### src/hw/sfl_regs.vh
// Purpose: constants for the serial flash latch and block lock decoder
// Assumes: 100 MHz system clock, SPI mode 0 sampling
// Notes:   4 kB regions, 4 Mbit array gives 128 lock bits
`ifndef SFL_REGS_VH
`define SFL_REGS_VH
`define SFL_OP_WREN     8'h06
`define SFL_OP_WRDI     8'h04
`define SFL_OP_VWREN    8'h50
`define SFL_OP_BLOCK    8'h36
`define SFL_OP_UNBLOCK  8'h39
`define SFL_OP_RDLOCK_A 8'h3C
`define SFL_OP_RDLOCK_B 8'h3D
`define SFL_OP_PROG     8'h02
`define SFL_OP_PROG_D   8'hA2
`define SFL_OP_PROG_Q   8'h32
`define SFL_OP_SEQ_A    8'hAF
`define SFL_OP_SEQ_B    8'hAD
`define SFL_OP_ER4K     8'h20
`define SFL_OP_ER32K    8'h52
`define SFL_OP_ER64K    8'hD8
`define SFL_OP_ERCH_A   8'h60
`define SFL_OP_ERCH_B   8'hC7
`define SFL_OP_OTP      8'h9B
`define SFL_OP_WRSR1    8'h01
`define SFL_OP_WRSR2    8'h31
`define SFL_OP_WRSR3    8'h11
`define SFL_OP_WRSR4    8'h71
`define SFL_OP_BITS     6'd8
`define SFL_CMD_BITS    6'd32
`define SFL_NBLK        128
`define SFL_BLK_MSB     18
`define SFL_BLK_LSB     12
`define SFL_LATCH_RST   1'b0
`define SFL_LOCK_RST    1'b1
`endif

### src/hw/sfl_cmd.v
// Purpose: opcode decoder for latch and block lock commands of a serial flash
// Assumes: SPI mode 0; pins sampled by two flops on i_clk; sclk well below
//          i_clk / 4
// Notes:   Latch, volatile permission and per-block lock bits
// Summary of operation
// RQ1 - Latch and lock commands are dropped unless chip select rises on a byte edge
// RQ2 - Host shifts all command bytes before releasing chip select; the bench cuts a 12-bit and a 30-bit frame
// RQ3 - Complete write disable clears the write enable latch at release
// RQ4 - Program, erase, OTP and status write refused while latch clear
// RQ5 - Write disable and volatile enable are opcode only
// RQ6 - Opcodes are eight clocks, most significant bit first
// RQ7 - Volatile enable allows only the next status write, then lapses
// RQ8 - Volatile enable leaves the write enable latch untouched
// RQ9 - Host sends volatile enable before each status write
// RQ10 - Block locks count only while block protect select is set
// RQ11 - Otherwise protection comes from complement, top/bottom, size, range bits
// RQ12 - All lock bits are one after reset
// RQ13 - Lock and unlock accepted only with the latch set
// RQ14 - Lock opcode is followed by 24 address bits, msb first
// RQ15 - Release after lock or unlock updates the bit, then clears latch
// RQ16 - Unlock clears the addressed block lock bit
// RQ17 - Lock and unlock have no data phase
// RQ18 - Both read lock opcodes decode as one operation
// RQ19 - Host uses read lock only while block protect select is set
// RQ20 - Complete write enable sets the latch at release
// RQ21 - Read lock returns lock state in bit 0, repeated while selected
// RQ22 - Returned bit belongs to the 4 kB region holding the address
// RQ23 - Read lock data leaves on the serial output
`timescale 1ns/1ps
`default_nettype none
`include "sfl_regs.vh"
module sfl_cmd (
    // Clock and reset
    input  wire        i_clk,
    input  wire        i_arst_n,
    // SPI pins
    input  wire        i_cs_n,
    input  wire        i_sclk,
    input  wire        i_si,
    output reg         o_so,
    output reg         o_so_oe_n,
    // Status inputs
    input  wire        i_block_protect_select,
    input  wire        i_protect_complement,
    input  wire        i_top_bottom_select,
    input  wire        i_sector_granule_select,
    input  wire [2:0]  i_protect_range_bits,
    // Status outputs
    output reg         o_write_enable_latch,
    output reg         o_volatile_write_ok,
    // Write gate towards program, erase and status write engines
    output reg         o_write_cmd_ok,
    output reg         o_write_cmd_refused,
    output reg         o_vol_status_write,
    // Protection query for the array engine
    input  wire [23:0] i_query_addr,
    output reg         o_query_protected
);
    // Sync states
    localparam [2:0] ST_IDLE = 3'b001;
    localparam [2:0] ST_SHIFT = 3'b010;
    localparam [2:0] ST_OUT = 3'b100;

    reg [1:0]  cs_sync;
    reg [1:0]  ck_sync;
    reg [1:0]  si_sync;
    reg        ck_prev;
    reg [2:0]  state;
    reg [5:0]  bit_cnt;
    reg [31:0] shreg;
    reg [7:0]  opcode;
    reg [2:0]  out_bit;
    reg [`SFL_NBLK-1:0] lock;
    wire       cs_n = cs_sync[1];
    wire       ck_rise = ck_sync[1] & ~ck_prev;
    wire       ck_fall = ~ck_sync[1] & ck_prev;
    wire [31:0] next_shreg = {shreg[30:0], si_sync[1]};
    wire       byte_ok = (bit_cnt[2:0] == 3'h0);
    wire [6:0] cmd_blk = shreg[`SFL_BLK_MSB:`SFL_BLK_LSB];
    wire       rd_lock = lock[cmd_blk];

    // Opcodes that need the latch
    function is_write_op;
        input [7:0] op;
        begin
            case (op)
                `SFL_OP_PROG, `SFL_OP_PROG_D, `SFL_OP_PROG_Q,
                `SFL_OP_SEQ_A, `SFL_OP_SEQ_B, `SFL_OP_ER4K,
                `SFL_OP_ER32K, `SFL_OP_ER64K, `SFL_OP_ERCH_A,
                `SFL_OP_ERCH_B, `SFL_OP_OTP, `SFL_OP_WRSR1,
                `SFL_OP_WRSR2, `SFL_OP_WRSR3, `SFL_OP_WRSR4:
                    is_write_op = 1'b1;
                default: is_write_op = 1'b0;
            endcase
        end
    endfunction

    function is_wrsr;
        input [7:0] op;
        begin
            is_wrsr = (op == `SFL_OP_WRSR1) || (op == `SFL_OP_WRSR2) ||
                      (op == `SFL_OP_WRSR3) || (op == `SFL_OP_WRSR4);
        end
    endfunction

    // Range protection: size 32 kB or 4 kB granules from the top or bottom
    function range_hit;
        input [23:0] a;
        input        tb;
        input        sec;
        input        cmpl;
        input [2:0]  bp;
        reg   [6:0]  blk;
        reg   [6:0]  span;
        reg          hit;
        begin
            blk = a[`SFL_BLK_MSB:`SFL_BLK_LSB];
            if (bp == 3'h0)
                span = 7'h00;
            else if (sec)
                span = (bp[2] ? 7'h08 : (7'h01 << (bp[1:0] - 2'h1)));
            else
                span = (bp == 3'h7) ? 7'h7F : (7'h08 << (bp - 3'h1));
            hit = tb ? (blk < span) : ({1'b0, blk} >= (8'h80 - {1'b0, span}));
            if (bp == 3'h7 && !sec)
                hit = 1'b1;
            range_hit = hit ^ cmpl; // RQ11
        end
    endfunction

    always @(posedge i_clk or negedge i_arst_n) begin
        if (!i_arst_n) begin
            cs_sync <= 2'h3;
            ck_sync <= 2'h0;
            si_sync <= 2'h0;
            ck_prev <= 1'b0;
        end else begin
            // First stages feed only the second stages
            cs_sync <= {cs_sync[0], i_cs_n};
            ck_sync <= {ck_sync[0], i_sclk};
            si_sync <= {si_sync[0], i_si};
            ck_prev <= ck_sync[1];
        end
    end

    always @(posedge i_clk or negedge i_arst_n) begin
        if (!i_arst_n) begin
            state <= ST_IDLE;
            bit_cnt <= 6'h00;
            shreg <= 32'h0000_0000;
            opcode <= 8'h00;
            out_bit <= 3'h0;
            lock <= {`SFL_NBLK{`SFL_LOCK_RST}}; // RQ12
            o_write_enable_latch <= `SFL_LATCH_RST;
            o_volatile_write_ok <= 1'b0;
            o_write_cmd_ok <= 1'b0;
            o_write_cmd_refused <= 1'b0;
            o_vol_status_write <= 1'b0;
            o_so <= 1'b0;
            o_so_oe_n <= 1'b1;
            o_query_protected <= 1'b1;
        end else begin
            o_write_cmd_ok <= 1'b0;
            o_write_cmd_refused <= 1'b0;
            o_vol_status_write <= 1'b0;
            // Lock bits apply only with block select; else range fields
            o_query_protected <= i_block_protect_select ?
                lock[i_query_addr[`SFL_BLK_MSB:`SFL_BLK_LSB]] : // RQ10
                range_hit(i_query_addr, i_top_bottom_select,
                          i_sector_granule_select, i_protect_complement,
                          i_protect_range_bits); // RQ11
            case (state)
                ST_IDLE: begin
                    o_so_oe_n <= 1'b1;
                    bit_cnt <= 6'h00;
                    if (!cs_n)
                        state <= ST_SHIFT;
                end
                ST_SHIFT: begin
                    if (cs_n) begin
                        state <= ST_IDLE;
                        // Release: act only on whole-byte frames
                        if (byte_ok && bit_cnt == `SFL_OP_BITS) begin // RQ1
                            case (opcode)
                                `SFL_OP_WRDI: // RQ5
                                    o_write_enable_latch <= 1'b0; // RQ3
                                `SFL_OP_WREN:
                                    o_write_enable_latch <= 1'b1; // RQ20
                                `SFL_OP_VWREN:
                                    o_volatile_write_ok <= 1'b1; // RQ8
                                default: ;
                            endcase
                        end
                        if (bit_cnt == `SFL_CMD_BITS &&
                            o_write_enable_latch) begin // RQ13 RQ17
                            if (opcode == `SFL_OP_BLOCK) begin
                                lock[cmd_blk] <= 1'b1; // RQ15
                                o_write_enable_latch <= 1'b0; // RQ15
                            end else if (opcode == `SFL_OP_UNBLOCK) begin
                                lock[cmd_blk] <= 1'b0; // RQ16
                                o_write_enable_latch <= 1'b0; // RQ15
                            end
                        end
                    end else if (ck_rise) begin
                        shreg <= next_shreg; // RQ6 RQ14
                        if (bit_cnt != 6'h3F)
                            bit_cnt <= bit_cnt + 6'h01;
                        if (bit_cnt == `SFL_OP_BITS - 6'h01) begin
                            opcode <= next_shreg[7:0];
                            if (is_write_op(next_shreg[7:0])) begin
                                // Gate only; the engine honours latch state
                                o_write_cmd_ok <= o_write_enable_latch;
                                o_write_cmd_refused <=
                                    ~o_write_enable_latch; // RQ4
                                if (is_wrsr(next_shreg[7:0])) begin
                                    o_vol_status_write <=
                                        o_volatile_write_ok; // RQ7
                                    o_volatile_write_ok <= 1'b0; // RQ7
                                end
                            end
                        end
                        if (bit_cnt == `SFL_CMD_BITS - 6'h01 &&
                            (opcode == `SFL_OP_RDLOCK_A ||
                             opcode == `SFL_OP_RDLOCK_B)) begin // RQ18
                            out_bit <= 3'h7;
                            state <= ST_OUT;
                        end
                    end
                end
                ST_OUT: begin
                    if (cs_n) begin
                        state <= ST_IDLE;
                        o_so_oe_n <= 1'b1;
                    end else if (ck_fall) begin
                        o_so_oe_n <= 1'b0; // RQ23
                        // Upper bits read as zero; byte repeats
                        o_so <= (out_bit == 3'h0) ? rd_lock : 1'b0; // RQ21 RQ22
                        out_bit <= out_bit - 3'h1;
                    end
                end
                default: state <= ST_IDLE;
            endcase
        end
    end
endmodule
`default_nettype wire

### config.mk
export PLATFORM = sky130hd
export DESIGN_NAME = sfl_cmd
export DESIGN_NICKNAME = d
export VERILOG_FILES = /design/src/hw/sfl_cmd.v
export VERILOG_INCLUDE_DIRS = /design/src /design/src/hw
export SDC_FILE = /design/constraint.sdc
export NUM_CORES = 1
export LEC_CHECK = 0
export ABC_AREA = 1
export BUFFER_PORTS_ARGS = -buffer_cell sky130_fd_sc_hd__buf_2
export CAP_MARGIN = 0
export CORE_MARGIN = 2
export CORE_UTILIZATION = 31
export CTS_BUF_LIST = sky130_fd_sc_hd__clkbuf_4
export DETAILED_ROUTE_END_ITERATION = 10
export HOLD_SLACK_MARGIN = 0.02
export PLACE_DENSITY = 0.57
export SYNTH_ARGS = -nofsm -noshare
export SYNTH_HDL_FRONTEND = slang
export SYNTH_SLANG_ARGS = --single-unit
### constraint.sdc
create_clock -name i_clk -period 2 [get_ports i_clk]
set_clock_uncertainty 0.2 [all_clocks]
set_input_delay 0.4 -clock i_clk [delete_from_list [all_inputs] [get_ports i_clk]]
set_output_delay 0.4 -clock i_clk [all_outputs]
set_load 0.05 [all_outputs]
# After elaboration in Yosys (flattened, before gate mapping)
# Index checks and enable logic that the tools add are counted.
[word_totals]
register_bits = 182
input_bits = 36
out_inout_bits = 8
word_cells = 184
[classes]
add_sub_neg = 5
order_cmp = 5
eq_ne = 44
n_shift = 2
muxes = 68
n_bitwise = 10
n_reduce_logical = 32
[ops]
columns = ["operator", "count"]
rows = [
  ["two-way mux 128 bit", 2],
  ["AND 128 bit", 1],
  ["inverter 128 bit", 1],
  ["bitwise OR 128 bit", 1],
  ["equality test 8 x 6 -> 1 bit, second input constant", 7],
  ["equality test 8 bit, second input constant", 6],
  ["two-way mux 1 bit", 41],
  ["equality test 8 x 7 -> 1 bit, second input constant", 4],
  ["two-way mux 3 bit", 10],
  ["two-way mux 7 bit", 4],
  ["two-way mux 6 bit", 3],
  ["equality test 8 x 3 -> 1 bit, second input constant", 2],
  ["< comparator 7 x 8 -> 1 bit, second input constant", 2],
  ["!= test 2 bit, second input constant", 8],
  ["AND reduction 4 bit", 4],
  ["nonzero test 2 bit", 8],
  ["OR reduction 15 bit", 1],
  ["binary-select mux 1 bit (select 7 bit)", 2],
  ["case mux 6 bit (2 select lines)", 1],
  ["logical NOT 3 bit", 3],
  ["!= test 3 bit, second input constant", 3],
  ["case mux 3 bit (3 select lines)", 1],
  ["equality test 8 x 1 -> 1 bit, second input constant", 1],
  ["equality test 8 x 2 -> 1 bit, second input constant", 1],
  ["other kinds (32)", 49],
]

# Depth between registers and ports, before layout
[depth]
depth_word = 12
mapped_depth = 23
depth_no_buf = 23

# Worst setup path after synthesis
# No wires, ideal clock.
[synth_path]
kind = "in2reg"
startpoint = "input i_protect_range_bits[1]"
endpoint = "register o_query_protected"
arrival_ns = 2.357
required_ns = 1.740
slack_ns = -0.617
cell_stages = 16
path_buffers = 0
path_cell_list = "nor2_1 inv_1 ha_1 nor2_1 o21ai_1 nand3_1 nand3b_1 xor2_1 ha_1 nand2_1 nand2_1 nand2_1 nand3_1 nand2_1 nand3_1 nand2_1"
[synth_between]
elab_chain_len = 11
[synth_rtl]
columns = ["element", "line_no", "source"]
rows = [
  ["start: declaration", "sfl_cmd.v:47", "input wire [2:0] i_protect_range_bits,"],
  ["subtractor 3 x 1 -> 3 bit or subtractor 2 x 1 -> 2 bit (tied branches)", "sfl_cmd.v:123, sfl_cmd.v:121", ""],
  ["left shift 4 x 3 -> 7 bit or left shift 1 x 2 -> 7 bit (tied branches)", "sfl_cmd.v:123, sfl_cmd.v:121", ""],
  ["two-way mux 7 bit, on equally long branches", "sfl_cmd.v:123, sfl_cmd.v:121", ""],
  ["two-way mux 7 bit", "sfl_cmd.v:120", "else if (sec)"],
  ["two-way mux 7 bit", "sfl_cmd.v:118", "if (bp == 3'h0)"],
  ["subtractor 8 x 7 -> 8 bit", "sfl_cmd.v:124", "hit = tb ? (blk < span) : ({1'b0, blk} >= (8'h80 - {1'b0, span}));"],
  [">= comparator 7 x 8 -> 1 bit", "sfl_cmd.v:124", ""],
  ["two-way mux 1 bit", "sfl_cmd.v:124", ""],
  ["two-way mux 1 bit *", "sfl_cmd.v:125", "if (bp == 3'h7 && !sec)"],
  ["XOR 1 bit *", "sfl_cmd.v:127", "range_hit = hit ^ cmpl;"],
  ["two-way mux 1 bit *", "sfl_cmd.v:167", "o_query_protected <= i_block_protect_select ?"],
  ["end signal: assignment", "sfl_cmd.v:167", ""],
  ["end: declaration", "sfl_cmd.v:57", "output reg o_query_protected"],
]
# Every way passes the cells marked *; elsewhere a longest branch is shown, timed or not.
# A chain may end at the register's enable or synchronous reset.

==> results.txt <==
----------------------------------------------------
[Outcome]
  Run status ... finished with violations
  Violated checks ... negative setup slack

[Synthesis]
  Count of mapped cells out of synthesis ... 1360
  Synth Warn # ... 0
  Most used flip-flop cell after synthesis ... sky130_fd_sc_hd__dfstp_2
  Largest area contributor in the synthesized netlist ... sky130_fd_sc_hd__dfstp_2
  Syn Area/Cell ... 7.92 sq um
  Post-synthesis sequential element count ... 182
  Cell types with the highest counts after synthesis ... sky130_fd_sc_hd__a21oi_1 (207), sky130_fd_sc_hd__inv_1 (194), sky130_fd_sc_hd__nand2_1 (136), sky130_fd_sc_hd__dfstp_2 (133), sky130_fd_sc_hd__a31oi_1 (129)
  Net count after synthesis ... 1416
  Fraction of post-synthesis cell area in the top cell type by area ... 32.4%
  Largest cells by area after synthesis ... sky130_fd_sc_hd__dfstp_2 (32%), sky130_fd_sc_hd__dfrtp_1 (11%), sky130_fd_sc_hd__a21oi_1 (9.6%)
  Most numerous cell in the Yosys netlist ... sky130_fd_sc_hd__a21oi_1
  Yosys cell types ... 43
  Sequential fraction of the synthesis area ... 43.8%
  Synthesized area ... 0.0108 sq mm
  Number of flops mapped to enable cells by yosys ... 0
  Synth async-reset ratio ... 100%

[Global route]
  Overflow after GRT ... 0
  Tot GR Track Use ... 20.6%
  Grt met2 use ... 33.9%
  First-pass GRT wire length ... 58400 um
  Global-route layer with the greatest usage ... met2
  Met3 Track Usage GR ... 3.26%
  Antenna violations before repair ... 1
  Via count of the first global-routing pass ... 10400
  Routing usage on met1 ... 26.6%
  Largest net degree at the start of global routing ... 70

[Pwr]
  Switching fraction of total power ... 34.4%
  Combinational group share of total power ... 27.4%
  Sequential fraction of design power ... 47.0%
  Final total power ... 8.27 mW
  Power spent charging and discharging nets ... 2.84 mW
  Cell area power density ... 557 mW/mm^2
  Total internal power ... 5.42 mW
  Clk pwr share ... 25.6%
  Max rail drop VDD ... 0.444 mV
  Static leakage ... 5.73 nW

[Routing]
  1st-pass router iterations ... 5
  Per-cell via count in the routed design ... 5.46
  DRC marker count from the first detailed-route iteration ... 1143
  Remaining design rule violation count ... 0
  Wire per inst ... 19.2 um
  Detailed-route via count ... 10900
  Post-Route WL ... 38500 um
  Residual antenna-violating net count after detailed routing ... 0

[STA]
  Number of slew-limit violations in the final report ... 0
  Max Fclk ... 417 MHz
  Hold_ws ... 56.8 ps
  Slew at the pin closest to its max-slew limit ... 504 ps
  Worst slew margin relative to its limit ... 65.5%
  Share of the cycle needed by the critical path after routing ... 120%
  Setup-failing EPs final ... 130
  Hold violation count in the final report ... 0
  Final worst slack ... -400 ps
  Unrepaired setup endpoints after global routing ... yes
  Final period demand of the worst path ... 2400 ps
  Setup total negative slack ... -44560 ps

[Setup path]
  Largest fanout of any net on the critical path ... 8
  Critical path data required time ... 2320 ps
  Crit Path Category ... flip-flop to flip-flop
  Crit path cell chain ... inv_2 > ha_4 > inv_2 > nor3_2 > nand4_1 > a211oi_4 > nand2_4 > buf_6 > nor2_4 > buf_12 > a21oi_1 > a31oi_1
  Cell mode on critical path ... sky130_fd_sc_hd__inv_2
  Critical path's slowest cell ... sky130_fd_sc_hd__dfrtp_1
  Critical path launch point type ... flip-flop
  Critical Path AT ... 2720 ps
  Critical path's largest stage delay ... 420 ps
  Category of cells accounting for the largest share of critical-path delay ... simple AND/OR/NAND/NOR gates
  Crit end category ... flip-flop
  Worst path buffer plus inverter count ... 4

[Clock network]
  Clock transition time at the flip-flop clock pins of the worst setup and hold paths ... 170 ps
  Root buf cell ... sky130_fd_sc_hd__clkbuf_4
  Cts bufs inserted ... 17
  Clock sink total ... 182
  H-tree lvl count ... 4
  TritonCTS clock tree ... yes
  Maximum clock insertion buffer count ... 2
  Clock Latency Late Sink ... 600 ps

[Floorplan]
  Die W ... 190 um
  Die outline area ... 0.0363 sq mm
  Initial Util ... 31.3%
  Height of the die ... 190 um
  Num ports ... 44
  Core Rows ... 68
  Total core area ... 0.0344 sq mm

[Cells and area]
  Final layout net count ... 1589
  Number of standard cells in the layout, taps in and fillers out ... 2002
  Post-route cell area ... 0.0148 sq mm
  Growth of design area from synthesis to finish ... 37.8%
  Layout cell share with drive strength beyond 1 ... 39.7%
  Final Core Density ... 43.2%

[Placed design]
  Number of buffers inserted by port buffering ... 26
  Number of placed cells counting well taps ... 1894
  Post-DP Area ... 0.0130 sq mm
  Post-DP HPWL ... 22200 um
  Final weighted congestion in routability-driven placement ... 0.871
  Pre-CTS setup slack ... -751 ps

[Hold path]
  Hold Path Class ... input port to async pin

[Run]
  Max_cap viols ... 0

----------------------------------------------------
kinds of logic (layout without fill, tap and decap cells):
logic type | count (synthesis) | in the layout | share of synthesized area, %
buf+inv | 293 | 479 | 11.8
mux | 4 | 4 | 0.418
compound gates | 522 | 522 | 27.1
other cells | 0 | 1 | 0
xor+xnor | 5 | 5 | 0.407
simple gates | 334 | 334 | 14.2
fa+ha+maj | 20 | 20 | 2.32
flops | 182 | 182 | 43.8
routing by layer:
layer	vias up	wire length, um
met4	0	1970
li1	5078	-
met3	140	2540
met5	-	0
met1	5254	16400
met2	465	17600
path summary, 6_finish.rpt:
check	depth (start not counted)	endpoint	from	slack, ps
worst max-delay path	12	flip-flop	bit_cnt[0]$_DFFE_PN0P_	-400
worst min-delay path	2	shreg[17]$_DFFE_PN0P_	i_arst_n	60
worst max register to register	12	flip-flop	bit_cnt[0]$_DFFE_PN0P_	-400
worst min register to register	0	ck_sync[1]$_DFF_PN0_	ck_sync[0]$_DFF_PN0_	160
max in group asynchronous	3	async pin	i_arst_n	880
min in group i_clk	5	o_query_protected$_DFF_PN1_	i_query_addr[17]	100
worst reg2reg max path, stage by stage (launching register included):
cell and delay (ps):
sky130_fd_sc_hd__dfrtp_1 420, sky130_fd_sc_hd__inv_2 80, sky130_fd_sc_hd__ha_4 130, sky130_fd_sc_hd__inv_2 40, sky130_fd_sc_hd__nor3_2 110, sky130_fd_sc_hd__nand4_1 170
sky130_fd_sc_hd__a211oi_4 250, sky130_fd_sc_hd__nand2_4 130, sky130_fd_sc_hd__buf_6 170, sky130_fd_sc_hd__nor2_4 220, sky130_fd_sc_hd__buf_12 200, sky130_fd_sc_hd__a21oi_1 80
sky130_fd_sc_hd__a31oi_1 140
timing repair:
action,in CTS,in global routing
cloned,18,8
gates resized for setup,86,54
setup buffers,35,11
pin swaps,26,35
endpoints found under the setup margin,136,146
hold buffers,8,0
endpoints found under the hold margin,77,0
area by class of cell:
type / instances / area [sq um]
timing repair buffer: 249 / 2980
inverter: 198 / 753
fill: 3355 / 19500
tap: 455 / 569
clock buffer: 18 / 135
clock inverter: 14 / 138
sequential: 182 / 4720
multi-input combinational: 885 / 5540
antenna: 1 / 2.50
layout by cell type (no fill, tap or decap), drive strengths merged, types with 3 or more instances in the layout:
master	count
a21oi	207
ha	20
clkbuf	26
nor3	8
nand3	80
a22oi	3
o21ai	105
dfstp	133
nor2	92
nor4	4
buf	233
dfrtp	49
nand4	9
dlygate4sd3	8
a31oi	129
inv	205
xnor2	3
nand2	137
o22ai	66
mux2	4
clkinv	6
power by group through the flow:
stage                     clock network, mW  logic (mW)  registers, mW
after floorplan                           0       0.910           3.95
after global placement                    0        1.85           3.93
after detailed placement                  0        1.87           3.93
after CTS                              2.20        1.98           3.89
after global routing                   2.32        2.40           3.90
final                                  2.12        2.26           3.89
Power figures use the tool's default switching activity.
